## config.mk

```make
export PLATFORM = sky130hd
export DESIGN_NAME = dsw_watchdog
export DESIGN_NICKNAME = d
export VERILOG_FILES = /design/src/dsw_pkg.sv /design/src/dsw_watchdog.sv
export SDC_FILE = /design/constraint.sdc
export NUM_CORES = 1
export LEC_CHECK = 0
export BUFFER_PORTS_ARGS = -buffer_cell sky130_fd_sc_hd__buf_2
export CAP_MARGIN = 25
export CELL_PAD_IN_SITES_DETAIL_PLACEMENT = 0
export CELL_PAD_IN_SITES_GLOBAL_PLACEMENT = 1
export CORE_ASPECT_RATIO = 0.7
export CORE_MARGIN = 1
export CORE_UTILIZATION = 39
export CTS_CLUSTER_DIAMETER = 200
export DETAILED_ROUTE_END_ITERATION = 10
export PLACE_DENSITY_LB_ADDON = 0.08
export SETUP_SLACK_MARGIN = 0.1
export SKIP_LAST_GASP = 1
export SYNTH_ARGS = -nofsm -noshare
export SYNTH_HDL_FRONTEND = slang
export SYNTH_SLANG_ARGS = --single-unit
```

## constraint.sdc

```tcl
create_clock -name aclk -period 5.35 [get_ports aclk]
set_input_delay 0.535 -clock aclk [delete_from_list [all_inputs] [get_ports aclk]]
set_output_delay 0.535 -clock aclk [all_outputs]
set_load 0.005 [all_outputs]
```

## src/dsw_pkg.sv

```systemverilog
package dsw_pkg;

  // ----------------------------------------------------------------
  // register map
  // ----------------------------------------------------------------
  localparam logic [31:0] MODE_PERIOD_ADDR  = 32'hfffff6d0;
  localparam logic [31:0] RESTART_ADDR      = 32'hfffff6d4;
  localparam logic [31:0] STATUS_ADDR       = 32'hfffff6d8;
  localparam logic [7:0]  MODE_PERIOD_RST   = 8'h67;
  localparam logic [7:0]  RESTART_READ_VAL  = 8'h9a;
  localparam logic [7:0]  RESTART_CODE      = 8'hac;

  // ----------------------------------------------------------------
  // field positions
  // ----------------------------------------------------------------
  localparam int MODE_SEL_HI_BIT    = 6;
  localparam int MODE_SEL_LO_BIT    = 5;
  localparam int CLK_SRC_SEL_HI_BIT = 4;
  localparam int CLK_SRC_SEL_LO_BIT = 3;
  localparam int PERIOD_SEL_MSB     = 2;
  localparam int BIT_ACCESS_BIT     = 8;

  // ----------------------------------------------------------------
  // period exponents and counter width
  // ----------------------------------------------------------------
  localparam logic [4:0] EXP_BASE_INTOSC = 5'h0c;
  localparam logic [4:0] EXP_BASE_MAIN   = 5'h12;
  localparam logic [4:0] EXP_BASE_SUB    = 5'h09;
  localparam int         CNT_W           = 26;

  localparam logic [1:0] RESP_OKAY   = 2'h0;
  localparam logic [1:0] RESP_SLVERR = 2'h2;

  typedef enum logic [1:0] {DSW_SRC_INTOSC, DSW_SRC_MAIN, DSW_SRC_SUB} dsw_src_e;

endpackage

```

## src/dsw_watchdog.sv

```systemverilog
// Function
// - mode register writable once, readable always
// - mode register resets to 67h
// - mode 00 stop, 01 nmi, 1x reset
// - fix strap forces reset mode, internal oscillator
// - second mode write forces overflow, clears counter
// - restart byte other than ACh forces overflow
// - bit access to restart forces overflow
// - stopped mode suppresses forced overflows
// - ACh to restart clears counter
// - restart register always reads 9Ah
// - counts in reset mode after reset release
// - internal oscillator period 2^(12+n)
// - main 2^(18+n), subclock 2^(9+n)
// - mode register written by byte only
// - running mode cannot be stopped later
// - overflow raises reset or nmi request
// - reset-mode overflow during stabilisation switches cpu clock
module dsw_watchdog
  import dsw_pkg::*;
(
  input  wire logic        aclk,
  input  wire logic        aresetn,
  input  wire logic [31:0] s_axi_awaddr,
  input  wire logic        s_axi_awvalid,
  output logic             s_axi_awready,
  input  wire logic [31:0] s_axi_wdata,
  input  wire logic [3:0]  s_axi_wstrb,
  input  wire logic        s_axi_wvalid,
  output logic             s_axi_wready,
  output logic [1:0]       s_axi_bresp,
  output logic             s_axi_bvalid,
  input  wire logic        s_axi_bready,
  input  wire logic [31:0] s_axi_araddr,
  input  wire logic        s_axi_arvalid,
  output logic             s_axi_arready,
  output logic [31:0]      s_axi_rdata,
  output logic [1:0]       s_axi_rresp,
  output logic             s_axi_rvalid,
  input  wire logic        s_axi_rready,
  input  wire logic        intosc_tick,
  input  wire logic        mainclk_tick,
  input  wire logic        subclk_tick,
  input  wire logic        optbyte_wd_fix,
  input  wire logic        osc_stabilising,
  output logic             wd_reset_request,
  output logic             wd_nmi_request,
  output logic             cpu_clk_to_intosc
);

  // ----------------------------------------------------------------
  // input synchronisers
  // ----------------------------------------------------------------
  logic [4:0] sync1_q;
  logic [4:0] sync2_q;
  logic       tick_prev_q;

  always_ff @(posedge aclk)
  begin
    if (!aresetn)
    begin
      sync1_q <= 5'h00;
      sync2_q <= 5'h00;
    end
    else
    begin
      sync1_q <= {osc_stabilising, optbyte_wd_fix, subclk_tick, mainclk_tick, intosc_tick};
      sync2_q <= sync1_q;
    end
  end

  logic [7:0] mode_period_q;
  logic       mode_written_q;
  logic [7:0] eff_cfg;
  dsw_src_e   src;
  logic       src_tick;
  logic       tick_edge;

  // the fix strap overrides the stored mode and clock source bits on every read and use
  always_comb
  begin
    eff_cfg = mode_period_q;
    if (sync2_q[3])
    begin
      eff_cfg[MODE_SEL_HI_BIT]    = 1'b1;
      eff_cfg[MODE_SEL_LO_BIT]    = 1'b1;
      eff_cfg[CLK_SRC_SEL_HI_BIT] = 1'b0;
      eff_cfg[CLK_SRC_SEL_LO_BIT] = 1'b0;
    end
  end

  always_comb
  begin
    if (eff_cfg[CLK_SRC_SEL_HI_BIT])
      src = DSW_SRC_SUB;
    else if (eff_cfg[CLK_SRC_SEL_LO_BIT])
      src = DSW_SRC_MAIN;
    else
      src = DSW_SRC_INTOSC;
  end

  always_comb
  begin
    case (src)
      DSW_SRC_SUB:  src_tick = sync2_q[2];
      DSW_SRC_MAIN: src_tick = sync2_q[1];
      default:      src_tick = sync2_q[0];
    endcase
  end

  always_ff @(posedge aclk)
  begin
    if (!aresetn)
      tick_prev_q <= 1'b0;
    else
      tick_prev_q <= src_tick;
  end

  // one flop of history is enough because every tick level lasts at least two cycles
  assign tick_edge = src_tick && !tick_prev_q;

  // ----------------------------------------------------------------
  // helpers
  // ----------------------------------------------------------------
  function automatic logic [4:0] period_exp(input logic [7:0] cfg);
    logic [4:0] base;
    base = EXP_BASE_INTOSC;
    if (cfg[CLK_SRC_SEL_HI_BIT])
      base = EXP_BASE_SUB;
    else if (cfg[CLK_SRC_SEL_LO_BIT])
      base = EXP_BASE_MAIN;
    return base + {2'b00, cfg[PERIOD_SEL_MSB:0]};
  endfunction

  function automatic logic is_stopped(input logic [7:0] cfg);
    return !cfg[MODE_SEL_HI_BIT] && !cfg[MODE_SEL_LO_BIT];
  endfunction

  // ----------------------------------------------------------------
  // axi4-lite write channel
  // ----------------------------------------------------------------
  logic [31:0] awaddr_q;
  logic [31:0] wdata_q;
  logic [3:0]  wstrb_q;
  logic        aw_held_q;
  logic        w_held_q;
  logic        wr_go;
  logic        wr_mode;
  logic        wr_restart;
  logic        wr_byte0;
  logic        wr_bad;

  // the write is acted on only once both halves are held and no response is pending
  assign wr_go = aw_held_q && w_held_q && !s_axi_bvalid;

  // each ready is a one-cycle pulse, so a standing offer is never taken twice
  always_ff @(posedge aclk)
  begin
    if (!aresetn)
      s_axi_awready <= 1'b0;
    else
      s_axi_awready <= !aw_held_q && !s_axi_awready && !(s_axi_awvalid && s_axi_awready);
  end

  always_ff @(posedge aclk)
  begin
    if (!aresetn)
      s_axi_wready <= 1'b0;
    else
      s_axi_wready <= !w_held_q && !s_axi_wready && !(s_axi_wvalid && s_axi_wready);
  end

  // the address waits here until its data has arrived as well
  always_ff @(posedge aclk)
  begin
    if (!aresetn)
    begin
      aw_held_q <= 1'b0;
      awaddr_q  <= 32'h00000000;
    end
    else if (wr_go)
      aw_held_q <= 1'b0;
    else if (s_axi_awvalid && s_axi_awready)
    begin
      aw_held_q <= 1'b1;
      awaddr_q  <= s_axi_awaddr;
    end
  end

  always_ff @(posedge aclk)
  begin
    if (!aresetn)
    begin
      w_held_q <= 1'b0;
      wdata_q  <= 32'h00000000;
      wstrb_q  <= 4'h0;
    end
    else if (wr_go)
      w_held_q <= 1'b0;
    else if (s_axi_wvalid && s_axi_wready)
    begin
      w_held_q <= 1'b1;
      wdata_q  <= s_axi_wdata;
      wstrb_q  <= s_axi_wstrb;
    end
  end

  // unmapped writes are answered with an error and change nothing
  always_ff @(posedge aclk)
  begin
    if (!aresetn)
    begin
      s_axi_bvalid <= 1'b0;
      s_axi_bresp  <= RESP_OKAY;
    end
    else if (wr_go)
    begin
      s_axi_bvalid <= 1'b1;
      s_axi_bresp  <= (wr_mode || wr_restart) ? RESP_OKAY : RESP_SLVERR;
    end
    else if (s_axi_bvalid && s_axi_bready)
      s_axi_bvalid <= 1'b0;
  end

  always_comb
  begin
    wr_mode    = 1'b0;
    wr_restart = 1'b0;
    if (awaddr_q == MODE_PERIOD_ADDR)
      wr_mode = wr_go;
    else if (awaddr_q == RESTART_ADDR)
      wr_restart = wr_go;
  end

  // only lane 0 alone is a byte write; wider strobes model other access sizes
  assign wr_byte0 = (wstrb_q == 4'h1);
  // wdata bit 8 on a restart write marks a single-bit manipulation
  assign wr_bad = wr_restart && (wdata_q[BIT_ACCESS_BIT] || wdata_q[7:0] != RESTART_CODE);

  // ----------------------------------------------------------------
  // mode and period register
  // ----------------------------------------------------------------
  always_ff @(posedge aclk)
  begin
    if (!aresetn)
    begin
      mode_period_q  <= MODE_PERIOD_RST;
      mode_written_q <= 1'b0;
    end
    else if (wr_mode && wr_byte0)
    begin
      mode_written_q <= 1'b1;
      if (!mode_written_q)
        mode_period_q <= {1'b0, wdata_q[6:0]};
      // later writes never touch the setting, so a running timer stays running
    end
  end

  // ----------------------------------------------------------------
  // counter and overflow
  // ----------------------------------------------------------------
  logic [CNT_W-1:0] count_q;
  logic             forced;
  logic             natural_ovf;
  logic             clear_cnt;
  logic             overflow;

  assign forced = !is_stopped(eff_cfg) &&
                  ((wr_mode && wr_byte0 && mode_written_q) || wr_bad);
  assign natural_ovf = !is_stopped(eff_cfg) && tick_edge &&
                       (count_q == CNT_W'((1 << period_exp(eff_cfg)) - 1));
  assign clear_cnt = forced || (wr_restart && !wr_bad) || natural_ovf;
  assign overflow = forced || natural_ovf;

  always_ff @(posedge aclk)
  begin
    if (!aresetn)
      count_q <= '0;
    else if (clear_cnt)
      count_q <= '0;
    else if (!is_stopped(eff_cfg) && tick_edge)
      count_q <= count_q + 1'b1;
  end

  // requests are held from the overflow until the next selected tick edge
  logic pulse_q;

  // a new overflow wins over the end of the previous pulse
  always_ff @(posedge aclk)
  begin
    if (!aresetn)
    begin
      pulse_q          <= 1'b0;
      wd_reset_request <= 1'b0;
      wd_nmi_request   <= 1'b0;
    end
    else if (overflow)
    begin
      pulse_q <= 1'b1;
      if (eff_cfg[MODE_SEL_HI_BIT] && !sync2_q[4])
        wd_reset_request <= 1'b1;
      else if (!eff_cfg[MODE_SEL_HI_BIT])
        wd_nmi_request <= 1'b1;
    end
    else if (pulse_q && tick_edge)
    begin
      pulse_q          <= 1'b0;
      wd_reset_request <= 1'b0;
      wd_nmi_request   <= 1'b0;
    end
  end

  // the clock switch replaces the reset and stays until the next block reset
  always_ff @(posedge aclk)
  begin
    if (!aresetn)
      cpu_clk_to_intosc <= 1'b0;
    else if (overflow && eff_cfg[MODE_SEL_HI_BIT] && sync2_q[4])
      cpu_clk_to_intosc <= 1'b1;
  end

  // ----------------------------------------------------------------
  // axi4-lite read channel
  // ----------------------------------------------------------------
  // no new address is taken while read data still waits for the master
  always_ff @(posedge aclk)
  begin
    if (!aresetn)
      s_axi_arready <= 1'b0;
    else
      s_axi_arready <= !s_axi_rvalid && !s_axi_arready;
  end

  always_ff @(posedge aclk)
  begin
    if (!aresetn)
    begin
      s_axi_rvalid  <= 1'b0;
      s_axi_rdata   <= 32'h00000000;
      s_axi_rresp   <= RESP_OKAY;
    end
    else
    begin
      if (s_axi_arvalid && s_axi_arready)
      begin
        s_axi_rvalid <= 1'b1;
        s_axi_rresp  <= RESP_OKAY;
        if (s_axi_araddr == MODE_PERIOD_ADDR)
          s_axi_rdata <= {24'h000000, eff_cfg};
        else if (s_axi_araddr == RESTART_ADDR)
          s_axi_rdata <= {24'h000000, RESTART_READ_VAL};
        else if (s_axi_araddr == STATUS_ADDR)
          s_axi_rdata <= {5'h00, count_q, mode_written_q};
        else
        begin
          s_axi_rdata <= 32'h00000000;
          s_axi_rresp <= RESP_SLVERR;
        end
      end
      else if (s_axi_rvalid && s_axi_rready)
        s_axi_rvalid <= 1'b0;
    end
  end

endmodule
```

==> qor.yml, run 1 <==
grt_pass1_wl_microns: 28700
fin_crit_ps: 4680
worstSkewPairLatency_ps: 420
yosys.cell_count.top_type: "dfxtp_1"
crit_family: "simple AND/OR/NAND/NOR gates"
dr.pass1.iters: 5
r2r_setup_slack_ps: 670
arrival_ps: 5040
cts_setup_buffers: 0
grt_pass1_vias: 5623
p_comb_share_pct: 6.1
clkTransAtPathRegs_ps: 60
synth-edff-count: 0
yosys_warnings: 0
htree_levels: 4
cts_buffers: 17
ys_seq_elements: 130
worstPathCellList: "or3b_1 > xnor2_1 > ha_1 > or3b_2 > a221oi_1 > o21bai_1 > xnor2_1 > mux4_2 > o211a_1 > nand4_2 > nand3_2 > buf_4 > nor2_1"
met2_usage_pct: 31.5
via_per_inst: 5.35
gr-total-overflow: 0
reg2reg_to: "count_q[1]"
syn_to_final_growth_pct: 20.8
yosysSeqAreaShare_pct: 40.7
fillCellCount: 1574
regArea_sq_um: 2600
cellLeakagePower_nw: 2.95
antenna_cells: 0
crit_buf_inv: 1
route.detailed.drc: 0
synth_top_area_share_pct: 40.7
die_h_microns: 109
worst_setup_path_start_kind: "flop"
vias: 6028
rr_worst_depth: 13
num_rows: 38
cts_tree: "done"
p_per_area_nw_per_um2: 292
syn_area_sq_um: 6400
swShare_pct: 24.5
cts_buffer_depth: 2
slew_headroom_pct: 40.2
wirelength_microns: 18100
cts_sinks: 130
critPathMaxStageDelay_ps: 680
synthCells: 793
crit_type: "reg2reg"
status: "finished clean"
grt_max_degree: 87
utilization_pct: 49.0
whs_ps: 328
crit_cells: 13
grt_use_met3_pct: 5.37
multiInputGateArea_sq_um: 3540
grt_setup_unrepaired: "no"
setup_viol: 0
p_switching_uw: 553
fmax_mhz: 214
ant_nets: 0
drt_iter0_markers: 445
drv_slew: 0
vdd_ir_drop_max_mv: 0.176
ctsHoldBuffers: 0
routedWlPerCell_microns: 16.1
cp-startpoint: "sync2_q[3]"
finalNetCount: 1011
fin_crit_sh_pct: 87.5
die_w_microns: 155
synth.avg_cell_area_sq_um: 8.07
slowest_stage: "or3b_1"
power_frac_clock_pct: 49.2
reg2reg_from: "sync2_q[3]"
finalNonFillerCells: 1127
crit_path_max_fanout: 26
synth_area_leaders: "dfxtp_1 41%, nand2_1 7.3%, a21oi_1 6.1%, nor2_1 5.5%, xnor2_1 3.1%"
gr-usage-met1_pct: 32.7
ctsResizeCount: 0
worst_ep_required_time_ps: 5700
grt_busiest_layer: "met1"
min_from: "mainclk_tick"
hold_viol: 0
synth-main-ff-cell: "dfxtp_1"
dp.final_hpwl_microns: 13400
gp_congestion: 0.883
worst_slew_pin_slew_ps: 897
antenna_found_initial: 0
sequentialPowerShare_pct: 44.7
max_cap_violations: 0
root_buffer: "clkbuf_16"
async_flop_share_pct: 0
path_common_cell: "xnor2_1"
ys_top_cells_by_count: "130 x dfxtp_1, 124 x nand2_1, 94 x nor2_1"
core_sq_um: 15800
io_buffers: 125
crit_path_end_kind: "flop"
synth.distinct_cells: 74
ioPinCount: 156
whs_path_depth: 2
skew_ps: 11.1
tns_ps: 0
hold_end: "sync1_q[1]"
grt_use_total_pct: 22.1
synth_top_area_cell: "dfxtp_1"
dp_cells: 1094
drive_gt1_share_pct: 21.5
dieArea_sq_um: 16900
hold_class: "in2reg"
power.internal_mw: 1.71
initial_core_util_pct: 40.6
-- worst max-delay path by stage --
stage / to / slack [ps]
finish: count_q[1] / 670
CTS: count_q[14] / 710
global placement: count_q[20] / 850
global route: count_q[14] / 300
floorplan: count_q[8] / 1400
detailed placement: count_q[7] / 740
-- layer usage --
| layer | wire length (microns) | vias up |
|---|---|---|
| met4 | 158 | 0 |
| met5 | 0 | - |
| li1 | - | 2985 |
| met3 | 1160 | 16 |
| met1 | 9550 | 2837 |
| met2 | 7260 | 190 |
-- logic make-up (layout without fill, tap and decap cells) --
logic type                 Yosys count  count (layout)  synth area share (%)
AOI/OAI and AO/OA                  171             171                  17.4
xor gates and xnor gates            41              41                  5.61
adders and majority gates            5               5                 0.977
buffers and inverters               67             174                  4.53
DFF                                130             130                  40.7
muxes                               13              13                  2.27
other                                2               9                 0.117
and+or+nand+nor                    364             364                  28.5
-- sequential cells by signal (all words and copies together) (netlist names), 4 cells and up --
name,flops
awaddr_q,32
s_axi_rdata,27
count_q,26
wdata_q,9
mode_period_q,7
sync1_q,5
sync2_q,5
wstrb_q,4
-- stage by stage --
| step | setup WS (ps) | area, sq um | power [mW] |
|---|---|---|---|
| after floorplan | 1400 | 6430 | 1.11 |
| after global placement | 847 | 7120 | 1.16 |
| after detailed placement | 737 | 7140 | 1.17 |
| after CTS | 707 | 7700 | 2.28 |
| after global routing | 302 | 7730 | 2.35 |
| final | 667 | 7730 | 2.26 |
-- cells in the final DEF, fill, tap and decap left out, types with 8 or more instances in the layout --
master and instances:
dfxtp_1 130, nor4_1 10, a21oi_1 78, nand4_1 14, conb_1 9, inv_1 8, nor3_1 18, mux2i_1 10
o21ai_0 19, and3_1 11, buf_2 125, xnor2_1 23, nand3_1 20, and2_1 15, a211oi_1 9, clkbuf_16 17
nor2_1 94, xor2_1 18, a22oi_1 24, nand2_1 124
-- power by group through the flow --
stage / Sequential, mW / Combinational [mW] / Clock [mW]
after floorplan: 1.03 / 0.0835 / 0
after global placement: 1.03 / 0.130 / 0
after detailed placement: 1.03 / 0.135 / 0
after CTS: 1.01 / 0.135 / 1.13
after global routing: 1.01 / 0.155 / 1.18
final: 1.01 / 0.138 / 1.11
-- area by class of cell --
cell class | count | share of cell area [%]
well taps | 220 | 3.56
clock buffers | 18 | 5.68
repair buffers | 133 | 9.22
clock inverters | 14 | 1.65
inverters | 9 | 0.437
flip-flops and latches | 130 | 33.7
multi-input cells | 603 | 45.8
Power figures use the tool's default switching activity.
==> run 2, diff against run 1 <==
--- a/config.mk
+++ b/config.mk
@@ -11,7 +11,7 @@
 export CELL_PAD_IN_SITES_GLOBAL_PLACEMENT = 1
 export CORE_ASPECT_RATIO = 0.7
 export CORE_MARGIN = 1
-export CORE_UTILIZATION = 39
+export CORE_UTILIZATION = 35
 export CTS_CLUSTER_DIAMETER = 200
 export DETAILED_ROUTE_END_ITERATION = 10
 export PLACE_DENSITY_LB_ADDON = 0.08
==> constraint.sdc (replaced) <==
create_clock -name aclk -period 4.2 [get_ports aclk]
set_input_delay 0.42 -clock aclk [delete_from_list [all_inputs] [get_ports aclk]]
set_output_delay 0.42 -clock aclk [all_outputs]
set_load 0.005 [all_outputs]
==> qor.yml, run 2 (synthesis gave the netlist of run 1 again) <==
status: "finished clean"
whs_path_depth: 2
antenna_found_initial: 0
clkTransAtPathRegs_ps: 60
worstSkewPairLatency_ps: 420
postPlaceCellArea_sq_um: 7280
wirelength_microns: 19000
largest_reg_flops: 32
crit_path_max_fanout: 9
cts_buffers: 17
slowest_stage: "or4_1"
ant_nets: 0
fmax_mhz: 255
grt_max_degree: 49
vdd_ir_drop_max_mv: 0.238
routedWlPerCell_microns: 16.5
regMostFlops: "awaddr_q"
die_w_microns: 164
worst_slew_pin_slew_ps: 856
reg.largest.list: "awaddr_q: 32 flops, s_axi_rdata: 27 flops, count_q: 26 flops"
syn_to_final_growth_pct: 23.3
initial_core_util_pct: 36.5
grt_setup_unrepaired: "no"
rr_worst_depth: 12
setup_viol: 0
fin_crit_sh_pct: 93.4
crit_family: "simple AND/OR/NAND/NOR gates"
worstPathCellList: "or3b_1 > xnor2_1 > ha_2 > a21oi_1 > and2_1 > xnor2_1 > or4_1 > or4_4 > a2111oi_4 > nand4_4 > a211o_1 > a21oi_1"
final_cell_mix: "130 x dfxtp_1, 125 x buf_2, 124 x nand2_1"
num_rows: 40
drt_iter0_markers: 369
grt_use_total_pct: 20.8
io_buffers: 125
grt_pass1_vias: 5494
dieArea_sq_um: 18800
final_common_cell: "dfxtp_1"
crit_path_end_kind: "flop"
gr-total-overflow: 0
crit_type: "reg2reg"
ctsHoldBuffers: 0
finalNetCount: 1026
dr.pass1.iters: 5
reg2reg_from: "sync2_q[3]"
worst_ep_required_time_ps: 4530
hold_class: "in2reg"
hold_viol: 0
route.detailed.drc: 0
fin_crit_ps: 3920
tns_ps: 0
dp.final_hpwl_microns: 14200
gp_congestion: 0.834
cp-startpoint: "sync2_q[3]"
cts_tree: "done"
utilization_pct: 45.1
p_per_area_nw_per_um2: 357
slew_headroom_pct: 42.9
core_sq_um: 17500
vias: 6067
drive_gt1_share_pct: 23.0
ioPinCount: 156
die_h_microns: 115
cellLeakagePower_nw: 3.02
crit_cells: 12
min_from: "intosc_tick"
critPathMaxStageDelay_ps: 460
antenna_cells: 0
final_area_sq_um: 7890
cts_sinks: 130
htree_levels: 4
skew_ps: 14.1
via_per_inst: 5.27
drv_slew: 0
cts_buffer_depth: 2
root_buffer: "clkbuf_16"
crit_buf_inv: 0
worst_setup_path_start_kind: "flop"
grt_pass1_wl_microns: 30000
max_cap_violations: 0
arrival_ps: 4250
run 2: changes by cell type in the layout (fill, tap and decap cells not counted), sizes merged:
cell    previous run  this run
inv               14        13
bufinv             1         0
clkbuf            18        17
buf              133       148
clkinv             4         6
run 2: final cells by class:
| type | count | area, sq um |
|---|---|---|
| fillers | 1784 | 9630 |
| multi-input cells | 603 | 3580 |
| flip-flops and latches | 130 | 2600 |
| repair buffers | 148 | 851 |
| clock buffers | 17 | 425 |
| well taps | 231 | 289 |
| clock inverters | 14 | 109 |
| inverters | 9 | 33.8 |
run 2: per-stage QoR:
step | instances | hold WS (ps) | power [mW] | setup WS, ps
floorplan | 800 | 412 | 1.41 | 251
global placement | 1118 | 425 | 1.48 | 196
detailed placement | 1119 | 418 | 1.49 | 170
CTS | 1150 | 203 | 2.85 | 117
global route | 1152 | 208 | 2.94 | 72.5
finish | 1152 | 216 | 2.82 | 276
run 2: where the power goes:
group          total [mW]  internal (mW)  switching, mW  leakage (nW)
sequential           1.29           1.27         0.0217          1.05
clock                1.35          0.758          0.590         0.254
combinational       0.182         0.0787          0.103          1.71
total                2.82           2.10          0.715          3.02
run 2: what timing repair did:
action	CTS	global route
setup buffers	0	1
resized for setup	0	8
setup endpoints to repair	0	30
run 2: per-layer routing:
layer	up-vias	track usage (%)	part of all wire [%]
li1	3017	-	-
met1	2835	32.8	55
met2	203	27.1	37
met3	12	5.34	7.0
met4	0	5.31	0.77
met5	-	0	0
run 2: final timing paths:
| path | endpoint | slack [ps] |
|---|---|---|
| worst min register to register | sync2_q[2] | 430 |
| worst max-delay path | wd_nmi_request | 280 |
| worst min-delay path | sync1_q[0] | 220 |
| worst max register to register | wd_nmi_request | 280 |
==> run 3, diff against run 2 <==
--- a/config.mk
+++ b/config.mk
@@ -5,15 +5,15 @@
 export SDC_FILE = /design/constraint.sdc
 export NUM_CORES = 1
 export LEC_CHECK = 0
-export BUFFER_PORTS_ARGS = -buffer_cell sky130_fd_sc_hd__buf_2
 export CAP_MARGIN = 25
 export CELL_PAD_IN_SITES_DETAIL_PLACEMENT = 0
 export CELL_PAD_IN_SITES_GLOBAL_PLACEMENT = 1
 export CORE_ASPECT_RATIO = 0.7
 export CORE_MARGIN = 1
-export CORE_UTILIZATION = 35
+export CORE_UTILIZATION = 40
 export CTS_CLUSTER_DIAMETER = 200
 export DETAILED_ROUTE_END_ITERATION = 10
+export DONT_BUFFER_PORTS = 1
 export PLACE_DENSITY_LB_ADDON = 0.08
 export SETUP_SLACK_MARGIN = 0.1
 export SKIP_LAST_GASP = 1
==> qor.yml, run 3 (synthesis gave the netlist of run 1 again) <==
reg.largest.list: "awaddr_q: 32 flops, s_axi_rdata: 27 flops, count_q: 26 flops"
ctsHoldBuffers: 0
slowest_stage: "or3b_1"
antenna_found_initial: 0
p_per_area_nw_per_um2: 406
final_common_cell: "dfxtp_1"
grt_pass1_vias: 5289
clkTransAtPathRegs_ps: 60
initial_core_util_pct: 41.2
fmax_mhz: 259
hold_class: "in2reg"
finalNetCount: 902
worstPathCellList: "or3b_1 > xnor2_1 > ha_2 > buf_4 > or2_2 > or2_2 > a211oi_1 > a211oi_1 > a211oi_1 > a41o_1 > nand4_2 > a211o_1 > a21oi_1"
vdd_ir_drop_max_mv: 0.212
worst_slew_pin_slew_ps: 739
whs_ps: 76.6
regMostFlops: "awaddr_q"
arrival_ps: 4190
grt_use_total_pct: 22.2
utilization_pct: 46.9
root_buffer: "clkbuf_16"
gr-total-overflow: 0
syn_to_final_growth_pct: 13.8
num_rows: 38
dp.final_hpwl_microns: 13200
dieArea_sq_um: 16500
drive_gt1_share_pct: 11.2
cts_buffer_depth: 2
drv_slew: 0
via_per_inst: 5.63
crit_type: "reg2reg"
slew_headroom_pct: 50.5
worst_setup_path_start_kind: "flop"
power_mw: 2.96
crit_path_max_fanout: 13
routedWlPerCell_microns: 17.8
tns_ps: 0
antenna_cells: 0
grt_pass1_wl_microns: 28400
rr_worst_depth: 13
io_buffers: 0
die_w_microns: 153
cellLeakagePower_nw: 2.51
grt_max_degree: 54
critPathMaxStageDelay_ps: 400
worst_ep_required_time_ps: 4540
hold_viol: 0
die_h_microns: 108
max_cap_violations: 0
final_cell_mix: "129 x dfxtp_1, 124 x nand2_1, 94 x nor2_1"
largest_reg_flops: 32
worstSkewPairLatency_ps: 420
dr.pass1.iters: 5
fin_crit_ps: 3860
vias: 5613
wirelength_microns: 17800
setup_viol: 0
gp_congestion: 0.867
cts_tree: "done"
finalNonFillerCells: 997
cts_buffers: 17
route.detailed.drc: 0
htree_levels: 4
fin_crit_sh_pct: 91.9
core_sq_um: 15500
path_common_cell: "a211oi_1"
ioPinCount: 156
skew_ps: 13.5
dp_cells: 964
ant_nets: 0
cts_sinks: 130
crit_path_end_kind: "flop"
whs_path_depth: 1
drt_iter0_markers: 430
status: "finished clean"
grt_setup_unrepaired: "no"
==> run 3: cell count changes in the layout (fill, tap and decap cells not counted), sizes merged <==
cell,delta
clkinv,-6
clkinvlp,-1
bufinv,+3
buf,-124
inv,+4
==> run 3: worst max-delay path, delay by kind of cell, from the launching register on <==
| kind | cells | cell delay [ps] |
|---|---|---|
| AOI/OAI and AO/OA | 6 | 1520 |
| xor gates and xnor gates | 1 | 150 |
| buffers and inverters | 1 | 200 |
| DFF | 1 | 350 |
| and+or+nand+nor | 4 | 1330 |
| adders and majority gates | 1 | 230 |
==> run 3: area by class of cell <==
class	count	area (sq um)
clock buffer	17	425
clock inverter	14	193
fill	1506	8260
inverter	9	33.8
multi-input combinational	603	3570
sequential	130	2600
tap	200	250
timing repair buffer	24	208
==> run 3: through the flow <==
step	worst slack, ps	instance area [sq um]
finish	341	7290
global route	103	7290
CTS	185	7230
detailed placement	225	6610
global placement	269	6600
floorplan	251	6430
==> run 3: power by group <==
part           internal, mW  leakage, nW  switching, mW
clock                 0.953        0.295          0.594
sequential             1.27         1.06         0.0210
combinational        0.0451         1.16         0.0813
total                  2.26         2.51          0.697
==> run 3: metal layers <==
metal | share of wire, % | global-route usage [%] | up-vias
met5 | 0 | 0 | -
met4 | 0.67 | 5.92 | 0
met3 | 8.7 | 7.69 | 8
met2 | 40 | 30.1 | 198
met1 | 51 | 32.4 | 2634
li1 | - | - | 2773
==> run 3: final timing paths <==
| kind | startpoint | endpoint | slack, ps |
|---|---|---|---|
| worst min-delay path | aresetn | mode_period_q[2] | 80 |
| worst max register to register | sync2_q[3] | wd_reset_request | 340 |
| worst min register to register | sync1_q[4] | sync2_q[4] | 430 |
| worst max-delay path | sync2_q[3] | wd_reset_request | 340 |
==> run 3: what timing repair did <==
| action | in CTS | in global routing |
|---|---|---|
| buffers inserted | 0 | 1 |
| gates resized for setup | 0 | 6 |
| setup endpoints to repair | 0 | 29 |
